`src/logic/refsel_defs.vh`:
```
`ifndef REFSEL_DEFS_VH
`define REFSEL_DEFS_VH

// Register addresses on the special-function register bus.
`define ADDR_TEMP_OFFSET_LOW 8'h85
`define ADDR_TEMP_OFFSET_HIGH 8'h86
`define ADDR_REFERENCE_CONTROL 8'hd1

// Field positions of the reference control register.
`define POS_GND_SEL 5
`define POS_VREF_SEL_HI 4
`define POS_VREF_SEL_LO 3
`define POS_SENSOR_ON 2
`define POS_PREC_OE 0

// Field positions of the offset low register.
`define POS_OFFSET_LOW_HI 7
`define POS_OFFSET_LOW_LO 6

// Reset value of the reference control register.
`define RESET_REFERENCE_CONTROL 8'h18

// Writable bit mask of the reference control register.
`define MASK_REFERENCE_CONTROL 8'h3d

// Reference select codes.
`define VREF_EXT_PIN 2'h0
`define VREF_MAIN_SUPPLY 2'h1
`define VREF_DIGITAL_SUPPLY 2'h2
`define VREF_HIGH_SPEED 2'h3

// Ground select codes driven to the ground multiplexer.
`define GND_CHIP 1'b0
`define GND_ANALOG_PIN 1'b1

`endif

```
`src/logic/adc_reference_select_control.v`:
```
// How it works
// RQ1: Offset low register shows offset bits 1:0 in its bits 7:6, read only.
// RQ2: Offset low bits 5:0 read zero; writes ignored.
// RQ3: Reference control bits 7:6 read zero; writes ignored.
// RQ4: Reference control bit 1 reads zero; writes ignored.
// RQ5: Bit 5 picks converter ground: 0 ground pin, 1 analog ground pin.
// RQ6: Bits 4:3 pick reference: external pin, supply, digital supply, high-speed.
// RQ7: Bit 2 powers the sensor; when clear the sensor output floats.
// RQ8: Bit 0 powers the precision reference and connects it to the pin.
// RQ9: High-speed reference is powered only while the converter needs it.
// RQ10: Software uses external reference with select 00 and output enable clear.
// RQ11: With analog ground selected, tracking and conversion use the analog pin.
// RQ12: Sensor sampling always uses the internal chip ground.
// RQ13: High-speed reference selected forces chip ground during conversion.
// RQ14: Software settles the precision reference before starting the precision oscillator.
// RQ15: Offset high register holds offset bits 9:2, read only.
// RQ16: Offset is high byte concatenated with low bits 7:6; both ignore writes.
`timescale 1ns/1ps
`default_nettype none
`include "refsel_defs.vh"

module adc_reference_select_control #(
   parameter OFFSET_WIDTH = 10
) (
   // Clock and reset.
   input wire clk_sys,
   input wire rst_n,
   // Special-function register bus.
   input wire [7:0] sfr_addr,
   input wire sfr_wr,
   input wire sfr_rd,
   input wire [7:0] sfr_wdata,
   output reg [7:0] sfr_rdata,
   // Factory offset, a fixed trim value outside this clock domain.
   input wire [OFFSET_WIDTH-1:0] factory_sensor_offset,
   // Converter phase, from logic on the same clock.
   input wire conv_tracking,
   input wire conv_converting,
   input wire conv_sampling_sensor,
   // Analog controls.
   output reg [1:0] voltage_ref_select,
   output reg analog_ground_select,
   output reg ground_mux_sel,
   output reg sensor_power_on,
   output reg precision_ref_output_enable,
   output reg high_speed_ref_power
);

   reg [7:0] reference_control;
   reg [OFFSET_WIDTH-1:0] offset_meta;
   reg [OFFSET_WIDTH-1:0] offset_sync;
   reg [7:0] next_rdata;
   reg next_ground;
   wire [1:0] sel_field;
   wire adc_busy;

   assign sel_field = reference_control[`POS_VREF_SEL_HI:`POS_VREF_SEL_LO];
   assign adc_busy = conv_tracking | conv_converting;

   // Reserved bits are masked at write time so they can never hold a one.
   always @(posedge clk_sys or negedge rst_n) begin
      if (!rst_n) begin
         reference_control <= `RESET_REFERENCE_CONTROL;
      end else if (sfr_wr && sfr_addr == `ADDR_REFERENCE_CONTROL) begin
         reference_control <= sfr_wdata & `MASK_REFERENCE_CONTROL; // RQ3
      end
   end

   // The trim pins are treated as asynchronous and pass two flops.
   always @(posedge clk_sys or negedge rst_n) begin
      if (!rst_n) begin
         offset_meta <= {OFFSET_WIDTH{1'b0}};
         offset_sync <= {OFFSET_WIDTH{1'b0}};
      end else begin
         offset_meta <= factory_sensor_offset;
         offset_sync <= offset_meta;
      end
   end

   // Read mux; offset registers have no write path at all.
   always @* begin
      next_rdata = 8'h00;
      if (sfr_rd) begin
         case (sfr_addr)
            `ADDR_TEMP_OFFSET_LOW:
               next_rdata = {offset_sync[1:0], 6'h00}; // RQ1 RQ2 RQ16
            `ADDR_TEMP_OFFSET_HIGH:
               next_rdata = offset_sync[OFFSET_WIDTH-1:2]; // RQ15 RQ16
            `ADDR_REFERENCE_CONTROL:
               next_rdata = reference_control & `MASK_REFERENCE_CONTROL; // RQ3 RQ4
            default:
               next_rdata = 8'h00;
         endcase
      end
   end

   // Ground mux: sensor sampling and high-speed conversion override the select bit.
   always @* begin
      next_ground = `GND_CHIP;
      if (conv_tracking && conv_sampling_sensor) begin
         next_ground = `GND_CHIP; // RQ12
      end else if (conv_converting && sel_field == `VREF_HIGH_SPEED) begin
         next_ground = `GND_CHIP; // RQ13
      end else if (reference_control[`POS_GND_SEL]) begin
         next_ground = `GND_ANALOG_PIN; // RQ5 RQ11
      end
   end

   always @(posedge clk_sys or negedge rst_n) begin
      if (!rst_n) begin
         sfr_rdata <= 8'h00;
         voltage_ref_select <= `VREF_HIGH_SPEED;
         analog_ground_select <= 1'b0;
         ground_mux_sel <= `GND_CHIP;
         sensor_power_on <= 1'b0;
         precision_ref_output_enable <= 1'b0;
         high_speed_ref_power <= 1'b0;
      end else begin
         sfr_rdata <= next_rdata;
         voltage_ref_select <= sel_field; // RQ6 RQ10
         analog_ground_select <= reference_control[`POS_GND_SEL]; // RQ5
         ground_mux_sel <= next_ground;
         sensor_power_on <= reference_control[`POS_SENSOR_ON]; // RQ7
         precision_ref_output_enable <= reference_control[`POS_PREC_OE]; // RQ8 RQ14
         // Kept in low power outside tracking and conversion to save current.
         high_speed_ref_power <= (sel_field == `VREF_HIGH_SPEED) && adc_busy; // RQ9
      end
   end

endmodule // adc_reference_select_control
`default_nettype wire

```
`config.mk`:
```
export PLATFORM = sky130hd
export DESIGN_NAME = adc_reference_select_control
export DESIGN_NICKNAME = d
export VERILOG_FILES = /design/src/logic/adc_reference_select_control.v
export VERILOG_INCLUDE_DIRS = /design/src /design/src/logic
export SDC_FILE = /design/constraint.sdc
export NUM_CORES = 1
export LEC_CHECK = 0
export BUFFER_PORTS_ARGS = -buffer_cell sky130_fd_sc_hd__buf_2
export CORE_UTILIZATION = 54
export CTS_BUF_LIST = sky130_fd_sc_hd__clkbuf_2 sky130_fd_sc_hd__clkbuf_4 sky130_fd_sc_hd__clkbuf_8
export DETAILED_ROUTE_END_ITERATION = 10
export PLACE_DENSITY_LB_ADDON = 0.3
export SLEW_MARGIN = 10
export SYNTH_ARGS = -nofsm -noshare
export SYNTH_HDL_FRONTEND = slang
export SYNTH_SLANG_ARGS = --single-unit
```
`constraint.sdc`:
```
create_clock -name clk_sys -period 1.5 [get_ports clk_sys]
set_input_delay 0.075 -clock clk_sys [delete_from_list [all_inputs] [get_ports clk_sys]]
set_output_delay 0.075 -clock clk_sys [all_outputs]
set_load 0.03 [all_outputs]
```
* Word level (Yosys, flattened, before mapping) *
Index checks and enable logic that the tools add are counted.

storage, ports and cells
  output and inout port bits = 15
  memories = 0
  bits in latches = 0
  bits of input ports = 33
  word-level logic and storage cells = 24
  flip-flop bits (word level) = 40
  ROM bits = 0
  memory bits (writable) = 0

cells by class
  shifts and indexed selects = 0
  multipliers = 0
  divide/modulo/power cells = 0
  add/sub/neg operators = 0
  equal/unequal tests = 4
  muxes and demuxes = 5
  reduce and logical (&&, ||, !) cells = 4
  bitwise logic cells = 1
  magnitude comparators = 0

operator list
  operator            count
  $eq 8x8->1 const B  3
  $pmux 8 s3          1
  $mux 8              1
  $logic_and 1x1->1   4
  $mux 1              3
  $eq 2x2->1 const B  1
  $or 1x1->1          1

* Longest topological paths before layout *
Gate-level depths: netlist of run 1.

  word-level depth = 4
  gate-level depth with buffers = 5
  gate-level depth less buffers = 3

* Least setup slack after synthesis of run 1 *
No wires, ideal clock.

  kind = input-to-reg
  start = in sfr_addr[1]
  end = reg reference_control[0]
  path buffers = 2
  arrival time = 1.037 ns
  stages on the path = 5
  setup slack = 0.338 ns
  path through = and4b_1 buf_6 and4_4 buf_6 mux2_4

between the ends
  word-level cells in the longest chain between the ends = 2

RTL lines
  element                             line                               source
  start, declared                     adc_reference_select_control.v:29  input wire [7:0] sfr_addr,
  $eq 8x8->1                          --
  $logic_and 1x1->1 (no source line)  --
  end signal, assigned                adc_reference_select_control.v:63  reference_control <= `RESET_REFERENCE_CONTROL;
  end signal, assigned                adc_reference_select_control.v:65  reference_control <= sfr_wdata & `MASK_REFERENCE_CONTROL;
  end, declared                       adc_reference_select_control.v:49  reg [7:0] reference_control;

Every way passes these cells.
A chain may end at the register's enable or synchronous reset.

* Worst setup path after layout of run 1 *
  start = reg reference_control[3]
  end = reg ground_mux_sel

between the ends
  word-level cells in the longest chain between the ends = 4

RTL lines
  element                             line                                source
  $eq 2x2->1 (no source line)         --
  $logic_and 1x1->1 (no source line)  --
  $mux 1                              adc_reference_select_control.v:102  end else if (conv_converting && sel_field == `VREF_HIGH_SPEED) begin
  $mux 1                              adc_reference_select_control.v:100  if (conv_tracking && conv_sampling_sensor) begin
  via next_ground                     adc_reference_select_control.v:53   reg next_ground;
  end signal, assigned                adc_reference_select_control.v:114  ground_mux_sel <= `GND_CHIP;
  end signal, assigned                adc_reference_select_control.v:122  ground_mux_sel <= next_ground;
  end, declared                       adc_reference_select_control.v:43   output reg ground_mux_sel,

The timed path passes the listed nets, and every way through them passes these cells.

==> results_dict.tcl, run 1 <==
set metrics [dict create \
    status "finished clean" \
    syn_avg_cell_area_sq_um 16.1 \
    internal_power_mw 1.40 \
    critPathRequiredTime_ps 1740 \
    p_clk_frac 0.289 \
    place_congestion 0.976 \
    insertion_delay_ps 340 \
    cts_root_buffer "clkbuf_4" \
    combPwrFrac 0.092 \
    critical_path_peak_fanout 5 \
    cts_sinks 40 \
    drive_gt1_frac 0.420 \
    wirelength_microns 2520 \
    cts_resized 0 \
    synth.most_common_cell "dfrtp_1" \
    setup_viol 0 \
    hold_slack_ps 57.1 \
    tns_ps 0 \
    netlist_area_sq_um 1370 \
    area_delta_synth_final_pct 37.1 \
    ys_top_cells_by_count "dfrtp_1 (36), nand3_1 (10), a211oi_1 (5), mux2_4 (5)" \
    p_per_area_nw_per_um2 979 \
    start_util 0.597 \
    rows 17 \
    dpl-instance-area_sq_um 1620 \
    crit_buf_inv 1 \
    syn-instance-count 85 \
    syn_nets 118 \
    rr_startpoint "reference_control[3]" \
    antennaDiodeCount 0 \
    synth_top_area_cell "dfrtp_1" \
    dp.cells 157 \
    critPathTopFamily "flip-flops" \
    htreeDepth 2 \
    dieArea_sq_um 2750 \
    yosysTopAreaCellShare 0.657 \
    antenna_found_initial 0 \
    slew_headroom 0.601 \
    core_area_sq_um 2300 \
    yosys_register_bits 40 \
    reg2reg_slack_ps 160 \
    max_freq_mhz 744 \
    post-route-period-util 0.896 \
    synth-edff-count 0 \
    grt_max_degree 22 \
    hold_depth 4 \
    slew_violations 0 \
    stdcell_area_sq_um 1880 \
    cts_made_buffers 5 \
    async_reset_ff_frac 1.00 \
    grt_first_pass_wirelength_microns 4240 \
    p_seq_frac 0.619 \
    utilization 0.819 \
    critPathSlowestCell "dfstp_2" \
    drt-pass1-iter-count 4 \
    drcViolationCount 0 \
    vias 962 \
    p_leak_nw 0.918 \
    worstHoldEndpoint "sfr_rdata[6]" \
    clkTransAtPathRegs_ps 120 \
    ys_seq_area_frac 0.734 \
    wire_per_inst_microns 13.6 \
    io-pin-count 48 \
    synth_area_leaders "dfrtp_1 (66%), dfstp_2 (7.7%), mux2_4 (5.5%), nand3_1 (3.6%), a211oi_1 (2.7%)" \
    setup_ws_ps 157 \
    min-delay-start "sfr_addr[6]" \
    finalHoldViolCount 0 \
    final_cell_count_no_fill 185 \
    max_cap_viol_count 0 \
    clock_tree.buffer_depth 2 \
    crit_arrival_ps 1580 \
    dp_slack_ps 180 \
    grt_overflow 0 \
    yosys.cell_types.count 21 \
    p_switching_mw 0.446 \
    max_stage_delay_ps 600 \
    worstSetupEndpointType "flip-flop" \
    period_minus_slack_ps 1340 \
    r2r_end "ground_mux_sel" \
    critical_path_class "flip-flop to flip-flop" \
    p_total_mw 1.84 \
    drt_iter0_drc 26 \
    portBuffers 44 \
    die_w_microns 52.4 \
    finClkSkew_ps 7.68 \
    tritoncts "built" \
    vias_per_cell 5.20 \
    hp-class "primary input to flip-flop" \
    worstMarginPinSlew_ps 598 \
    rsz0062_at_grt "false" \
    peakVddDrop_v 0.000992 \
    r2r_cells 2 \
    swShare 0.242 \
    nNetsFinal 189 \
    synthFlopType "dfrtp_1" \
    grt_pass1_vias 984 \
    drtAntennaViolNets 0 \
    synth_warnings 0 \
    worst_setup_path_start_kind "flip-flop" \
    dp_hpwl_microns 1630 \
    die_h_microns 52.4 \
    grt_use_total 0.228 \
    postCtsSetupBuffers 0 \
    worstPathCellList "a31oi_1, dlygate4sd3_1" \
]
[sequential cells by signal (all words and copies together) (netlist names)]
name	count
analog_ground_select	1
ground_mux_sel	1
high_speed_ref_power	1
offset_meta	10
offset_sync	10
precision_ref_output_enable	1
reference_control	5
sensor_power_on	1
sfr_rdata	8
voltage_ref_select	2
[cells in the final DEF, fill, tap and decap left out, types with 2 or more instances in the layout]
master,n
a211oi_1,5
a22oi_1,3
buf_2,44
buf_4,2
clkbuf_4,5
clkinvlp_4,2
dfrtp_1,36
dfstp_2,4
dlygate4sd3_1,20
mux2_4,5
nand2_1,4
nand3_1,10
nor3b_1,2
nor4_1,2
nor4b_2,2
[power groups by stage]
stage	Combinational, mW	Sequential [mW]	Clock, mW
2_1_floorplan	0.0346	1.17	0
3_3_place_gp	0.124	1.16	0
3_5_place_dp	0.130	1.16	0
4_1_cts	0.168	1.14	0.551
5_1_grt	0.185	1.15	0.608
6_report	0.170	1.14	0.532
[logic make-up (layout without fill, tap and decap cells)]
family                 after synthesis  in the layout  synth area share
buffers and inverters                3             75            0.0192
XOR/XNOR                             1              1           0.00639
flip-flops                          40             40             0.734
AO/OA/AOI/OAI                       10             10            0.0557
multiplexers                         5              5            0.0547
AND/OR/NAND/NOR                     26             26             0.130
[area by class of cell]
type | instances | area, sq um
Sequential cell | 40 | 1010
Timing Repair Buffer | 66 | 435
Fill cell | 123 | 417
Multi-Input combinational cell | 42 | 339
Clock buffer | 5 | 37.5
Tap cell | 28 | 35.0
Clock inverter | 3 | 23.8
Inverter | 1 | 3.75
[worst min-delay path, delay by kind of cell]
family / cells / cell delay [ps]
buffers and inverters: 1 / 110
and+or+nand+nor: 3 / 200
[metal layers]
layer,share of wire,routed length [microns],GRT usage
met5,0,0,0
met4,0.025,62,0.145
met3,0.054,135,0.0754
met2,0.51,1290,0.369
met1,0.41,1030,0.255
[worst max-delay path by stage]
stage                    startpoint                    to  slack [ps]  cells after the start
5_1_grt        reference_control[3]        ground_mux_sel         110                      2
6_report       reference_control[3]        ground_mux_sel         160                      2
2_1_floorplan           sfr_addr[1]  reference_control[0]         340                      5
4_1_cts        reference_control[3]        ground_mux_sel         160                      2
3_5_place_dp            sfr_addr[5]  reference_control[0]         180                      4
3_3_place_gp            sfr_addr[5]  reference_control[5]         210                      4
[what timing repair did]
action / CTS / global route
endpoints found under the hold margin: 36 / 1
endpoints found under the setup margin: 0 / 0
hold buffers: 19 / 1
Power figures use the tool's default switching activity.
==> inputs of run 2 (changes only) <==
CAP_MARGIN = 20   (was unset)
CTS_BUF_LIST = sky130_fd_sc_hd__clkbuf_8   (was sky130_fd_sc_hd__clkbuf_2 sky130_fd_sc_hd__clkbuf_4 sky130_fd_sc_hd__clkbuf_8)
==> results_dict.tcl, run 2 (synthesized netlist as in run 1, its figures left out) <==
set metrics [dict create \
    drtAntennaViolNets 0 \
    drive_gt1_frac 0.431 \
    hold_slack_ps 22.0 \
    insertion_delay_ps 300 \
    swShare 0.240 \
    antennaDiodeCount 0 \
    grt_pass1_vias 933 \
    rows 17 \
    p_clk_frac 0.355 \
    p_leak_nw 0.911 \
    biggestRegsByFlops "offset_meta (10), offset_sync (10), sfr_rdata (8)" \
    cts_made_buffers 5 \
    drt_iter0_drc 25 \
    cts_sinks 40 \
    max_freq_mhz 915 \
    place_congestion 0.976 \
    grt_overflow 0 \
    die_h_microns 52.4 \
    critical_path_class "flip-flop to flip-flop" \
    p_switching_mw 0.485 \
    status "finished clean" \
    worstMarginPinSlew_ps 619 \
    wirelength_microns 2610 \
    post-route-period-util 0.729 \
    p_per_area_nw_per_um2 1080 \
    io-pin-count 48 \
    setup_ws_ps 407 \
    start_util 0.597 \
    vias 954 \
    worstSetupEndpointType "flip-flop" \
    wire_per_inst_microns 14.4 \
    die_w_microns 52.4 \
    critPathSlowestCell "dfstp_2" \
    combPwrFrac 0.081 \
    nNetsFinal 185 \
    drt-pass1-iter-count 4 \
    register_area_sq_um 1010 \
    p_seq_frac 0.564 \
    max_stage_delay_ps 580 \
    tritoncts "built" \
    r2r_end "sfr_rdata[4]" \
    postCtsSetupBuffers 0 \
    cts_resized 0 \
    fillCellCount 112 \
    portBuffers 44 \
    crit_arrival_ps 1280 \
    utilization 0.815 \
    min-delay-start "sfr_wdata[4]" \
    period_minus_slack_ps 1090 \
    drcViolationCount 0 \
    internal_power_mw 1.53 \
    clkTransAtPathRegs_ps 80 \
    reg2reg_slack_ps 410 \
    clock_tree.buffer_depth 2 \
    peakVddDrop_v 0.00113 \
    worstHoldEndpoint "reference_control[4]" \
    area_delta_synth_final_pct 36.5 \
    critical_path_peak_fanout 5 \
    grt_use_total 0.229 \
    max_cap_viol_count 0 \
    stdcell_area_sq_um 1870 \
    setup_viol 0 \
    hold_depth 2 \
    slew_violations 0 \
    cts_root_buffer "clkbuf_8" \
    slew_headroom 0.587 \
    dp_slack_ps 180 \
    rr_startpoint "reference_control[4]" \
    final_common_cell "buf_2" \
    finClkSkew_ps 6.09 \
    vias_per_cell 5.27 \
    worst_setup_path_start_kind "flip-flop" \
    grt_max_degree 22 \
    dpl-instance-area_sq_um 1620 \
    dp_hpwl_microns 1630 \
    multiInputGateArea_sq_um 339 \
    cts_hold_buf 12 \
    tns_ps 0 \
    antenna_found_initial 0 \
    finalHoldViolCount 0 \
    core_area_sq_um 2300 \
    cp-startpoint "reference_control[4]" \
    rsz0062_at_grt "false" \
    layout_common_cells "buf_2 (44), dfrtp_1 (36), dlygate4sd3_1 (16)" \
    htreeDepth 2 \
    hp-class "primary input to flip-flop" \
    worstPathCellList "nand3_1, a211oi_1" \
    dieArea_sq_um 2750 \
    r2r_cells 2 \
    grt_first_pass_wirelength_microns 4110 \
    critPathRequiredTime_ps 1690 \
]
## run 2: cell count changes in the layout (fill, tap and decap cells not counted)
cell           previous run  this run
dlygate4sd3_1            20        16
clkbuf_8                  0         5
clkbuf_4                  5         0
## run 2: stage by stage
step                      instances  total power, mW
final                           181             2.02
after global routing            181             2.12
after CTS                       177             2.02
after detailed placement        157             1.29
after global placement          157             1.28
after floorplan                  85             1.21
## run 2: power groups by stage
stage,Combinational (mW),Sequential (mW),Clock [mW]
after floorplan,0.0346,1.17,0
after global placement,0.124,1.16,0
after detailed placement,0.130,1.16,0
after CTS,0.156,1.14,0.725
after global routing,0.178,1.14,0.794
final,0.163,1.14,0.716
## run 2: area by class of cell
class,instances,share of cell area
clock inverter,3,0.0127
multi-input combinational,42,0.181
inverter,1,0.00201
clock buffer,5,0.0368
tap,28,0.0187
sequential,40,0.537
timing repair buffer,62,0.211
## run 2: critical path: cells and delay by family, from the launching register on
kind,cells,cell delay [ps]
compound gates,1,320
simple gates,1,90
flops,1,580
## run 2: layer usage
metal	GRT usage	vias up	share of wire
met5	0	-	0
met4	0.118	0	0.027
met3	0.110	10	0.059
met2	0.367	42	0.52
met1	0.251	462	0.39
li1	-	440	-
## run 2: worst max-delay path by stage
stage	endpoint	slack [ps]
after floorplan	reference_control[0]	340
after global placement	reference_control[5]	210
after detailed placement	reference_control[0]	180
after CTS	voltage_ref_select[0]	430
after global routing	sfr_rdata[4]	380
final	sfr_rdata[4]	410
==> inputs of run 3 (changes only) <==
CORE_UTILIZATION = 45   (was 54)
clock period = 0.9 ns   (was 1.5 ns; I/O delays follow)
==> results_dict.tcl, run 3 (synthesized netlist as in run 1, its figures left out) <==
set metrics [dict create \
    insertion_delay_ps 280 \
    vias_per_cell 4.95 \
    final_cell_count_no_fill 197 \
    cts_root_buffer "clkbuf_8" \
    finalHoldViolCount 0 \
    status "finished, violations left" \
    drive_gt1_frac 0.542 \
    r2r_cells 2 \
    antennaDiodeCount 0 \
    io-pin-count 48 \
    post-route-period-util 1.08 \
    peakVddDrop_v 0.00124 \
    worstPathCellList "buf_6" \
    max_cap_viol_count 0 \
    p_leak_nw 1.00 \
    core_area_sq_um 2830 \
    critPathCapture "voltage_ref_select[0]" \
    finClkSkew_ps 7.20 \
    dp_hpwl_microns 1820 \
    critPathTopFamily "flip-flops" \
    biggestRegsByFlops "offset_meta (10), offset_sync (10), sfr_rdata (8)" \
    portBuffers 44 \
    start_util 0.485 \
    drt-pass1-iter-count 9 \
    grt_overflow 0 \
    dp.cells 174 \
    critPathSlowestCell "dfstp_2" \
    postCtsSetupBuffers 0 \
    max_freq_mhz 1030 \
    setup_ws_ps -74.0 \
    rows 19 \
    drtAntennaViolNets 0 \
    hp-class "primary input to flip-flop" \
    rr_startpoint "reference_control[4]" \
    wire_per_inst_microns 13.7 \
    cts_sinks 40 \
    period_minus_slack_ps 974 \
    dieArea_sq_um 3270 \
    max_stage_delay_ps 530 \
    die_h_microns 57.2 \
    area_delta_synth_final_pct 51.7 \
    drcViolationCount 4 \
    grt_first_pass_wirelength_microns 4320 \
    dp_slack_ps -357 \
    tns_ps -147 \
    tritoncts "built" \
    drt_iter0_drc 21 \
    place_congestion 0.785 \
    crit_arrival_ps 930 \
    cts_made_buffers 5 \
    die_w_microns 57.2 \
    cp-startpoint "voltage_ref_select[0]" \
    clkTransAtPathRegs_ps 70 \
    layout_common_cells "buf_2 (38), dfrtp_1 (36), buf_4 (17)" \
    critical_path_class "flip-flop to primary output" \
    slew_headroom 0.727 \
    critPathRequiredTime_ps 850 \
    violations "design-rule violations, negative setup slack" \
    grt_max_degree 24 \
    wirelength_microns 2690 \
    worstMarginPinSlew_ps 409 \
    worst_setup_path_start_kind "flip-flop" \
    reg2reg_slack_ps 30 \
    htreeDepth 2 \
    cp.depth 1 \
    setup_viol 2 \
    clock_tree.buffer_depth 2 \
    p_per_area_nw_per_um2 1600 \
    final_common_cell "buf_2" \
    worstSetupEndpointType "primary output" \
    antenna_found_initial 0 \
    rsz0062_at_grt "true" \
    nNetsFinal 198 \
    crit_buf_inv 1 \
    slew_violations 0 \
    p_total_mw 3.33 \
    critical_path_peak_fanout 1 \
    grt_pass1_vias 1002 \
    vias 976 \
    grt_use_total 0.186 \
    r2r_end "high_speed_ref_power" \
]
[run 3: cell count changes in the layout (fill, tap and decap cells not counted), sizes merged]
cell / delta
clkinvlp: -1
inv: +1
buf: +13
[run 3: where the power goes]
group | switching [mW] | leakage [nW] | internal, mW
logic | 0.160 | 0.459 | 0.185
registers | 0.0251 | 0.497 | 1.87
clock network | 0.558 | 0.0453 | 0.529
[run 3: what timing repair did]
action | CTS | global route
endpoints found under the setup margin | 10 | 16
resized for setup | 8 | 19
hold buffers | 16 | 0
endpoints found under the hold margin | 38 | 0
pin swaps | 4 | 3
gates cloned | 0 | 0
[run 3: per-stage QoR]
step | hold slack, ps | cell area, sq um | utilization
4_1_cts | 4.80 | 2020 | 0.715
3_5_place_dp | -10.4 | 1740 | 0.615
6_report | 8.49 | 2080 | 0.736
5_1_grt | 1.30 | 2080 | 0.736
3_3_place_gp | -12.9 | 1740 | 0.615
2_1_floorplan | -251 | 1370 | -
[run 3: worst min-delay path by stage]
stage	from	endpoint	slack [ps]	cells after the start
2_1_floorplan	rst_n	analog_ground_select	-250	0
3_5_place_dp	rst_n	sensor_power_on	-10	1
5_1_grt	sfr_wdata[4]	reference_control[4]	1	2
4_1_cts	sfr_wdata[4]	reference_control[4]	5	2
3_3_place_gp	rst_n	sensor_power_on	-10	1
6_report	sfr_wdata[4]	reference_control[4]	8	2
[run 3: layout make-up]
type | count | area, sq um
Clock buffer | 5 | 68.8
Clock inverter | 3 | 16.3
Fill cell | 169 | 748
Inverter | 1 | 3.75
Multi-Input combinational cell | 42 | 415
Sequential cell | 40 | 1010
Tap cell | 31 | 38.8
Timing Repair Buffer | 75 | 532
[run 3: routing by layer]
layer,part of all wire,track usage,wire (microns),vias up
met5,0,0,0,-
met4,0.016,0.132,42,0
met3,0.047,0.0499,126,4
li1,-,-,-,466
met2,0.52,0.308,1410,37
met1,0.42,0.208,1120,469
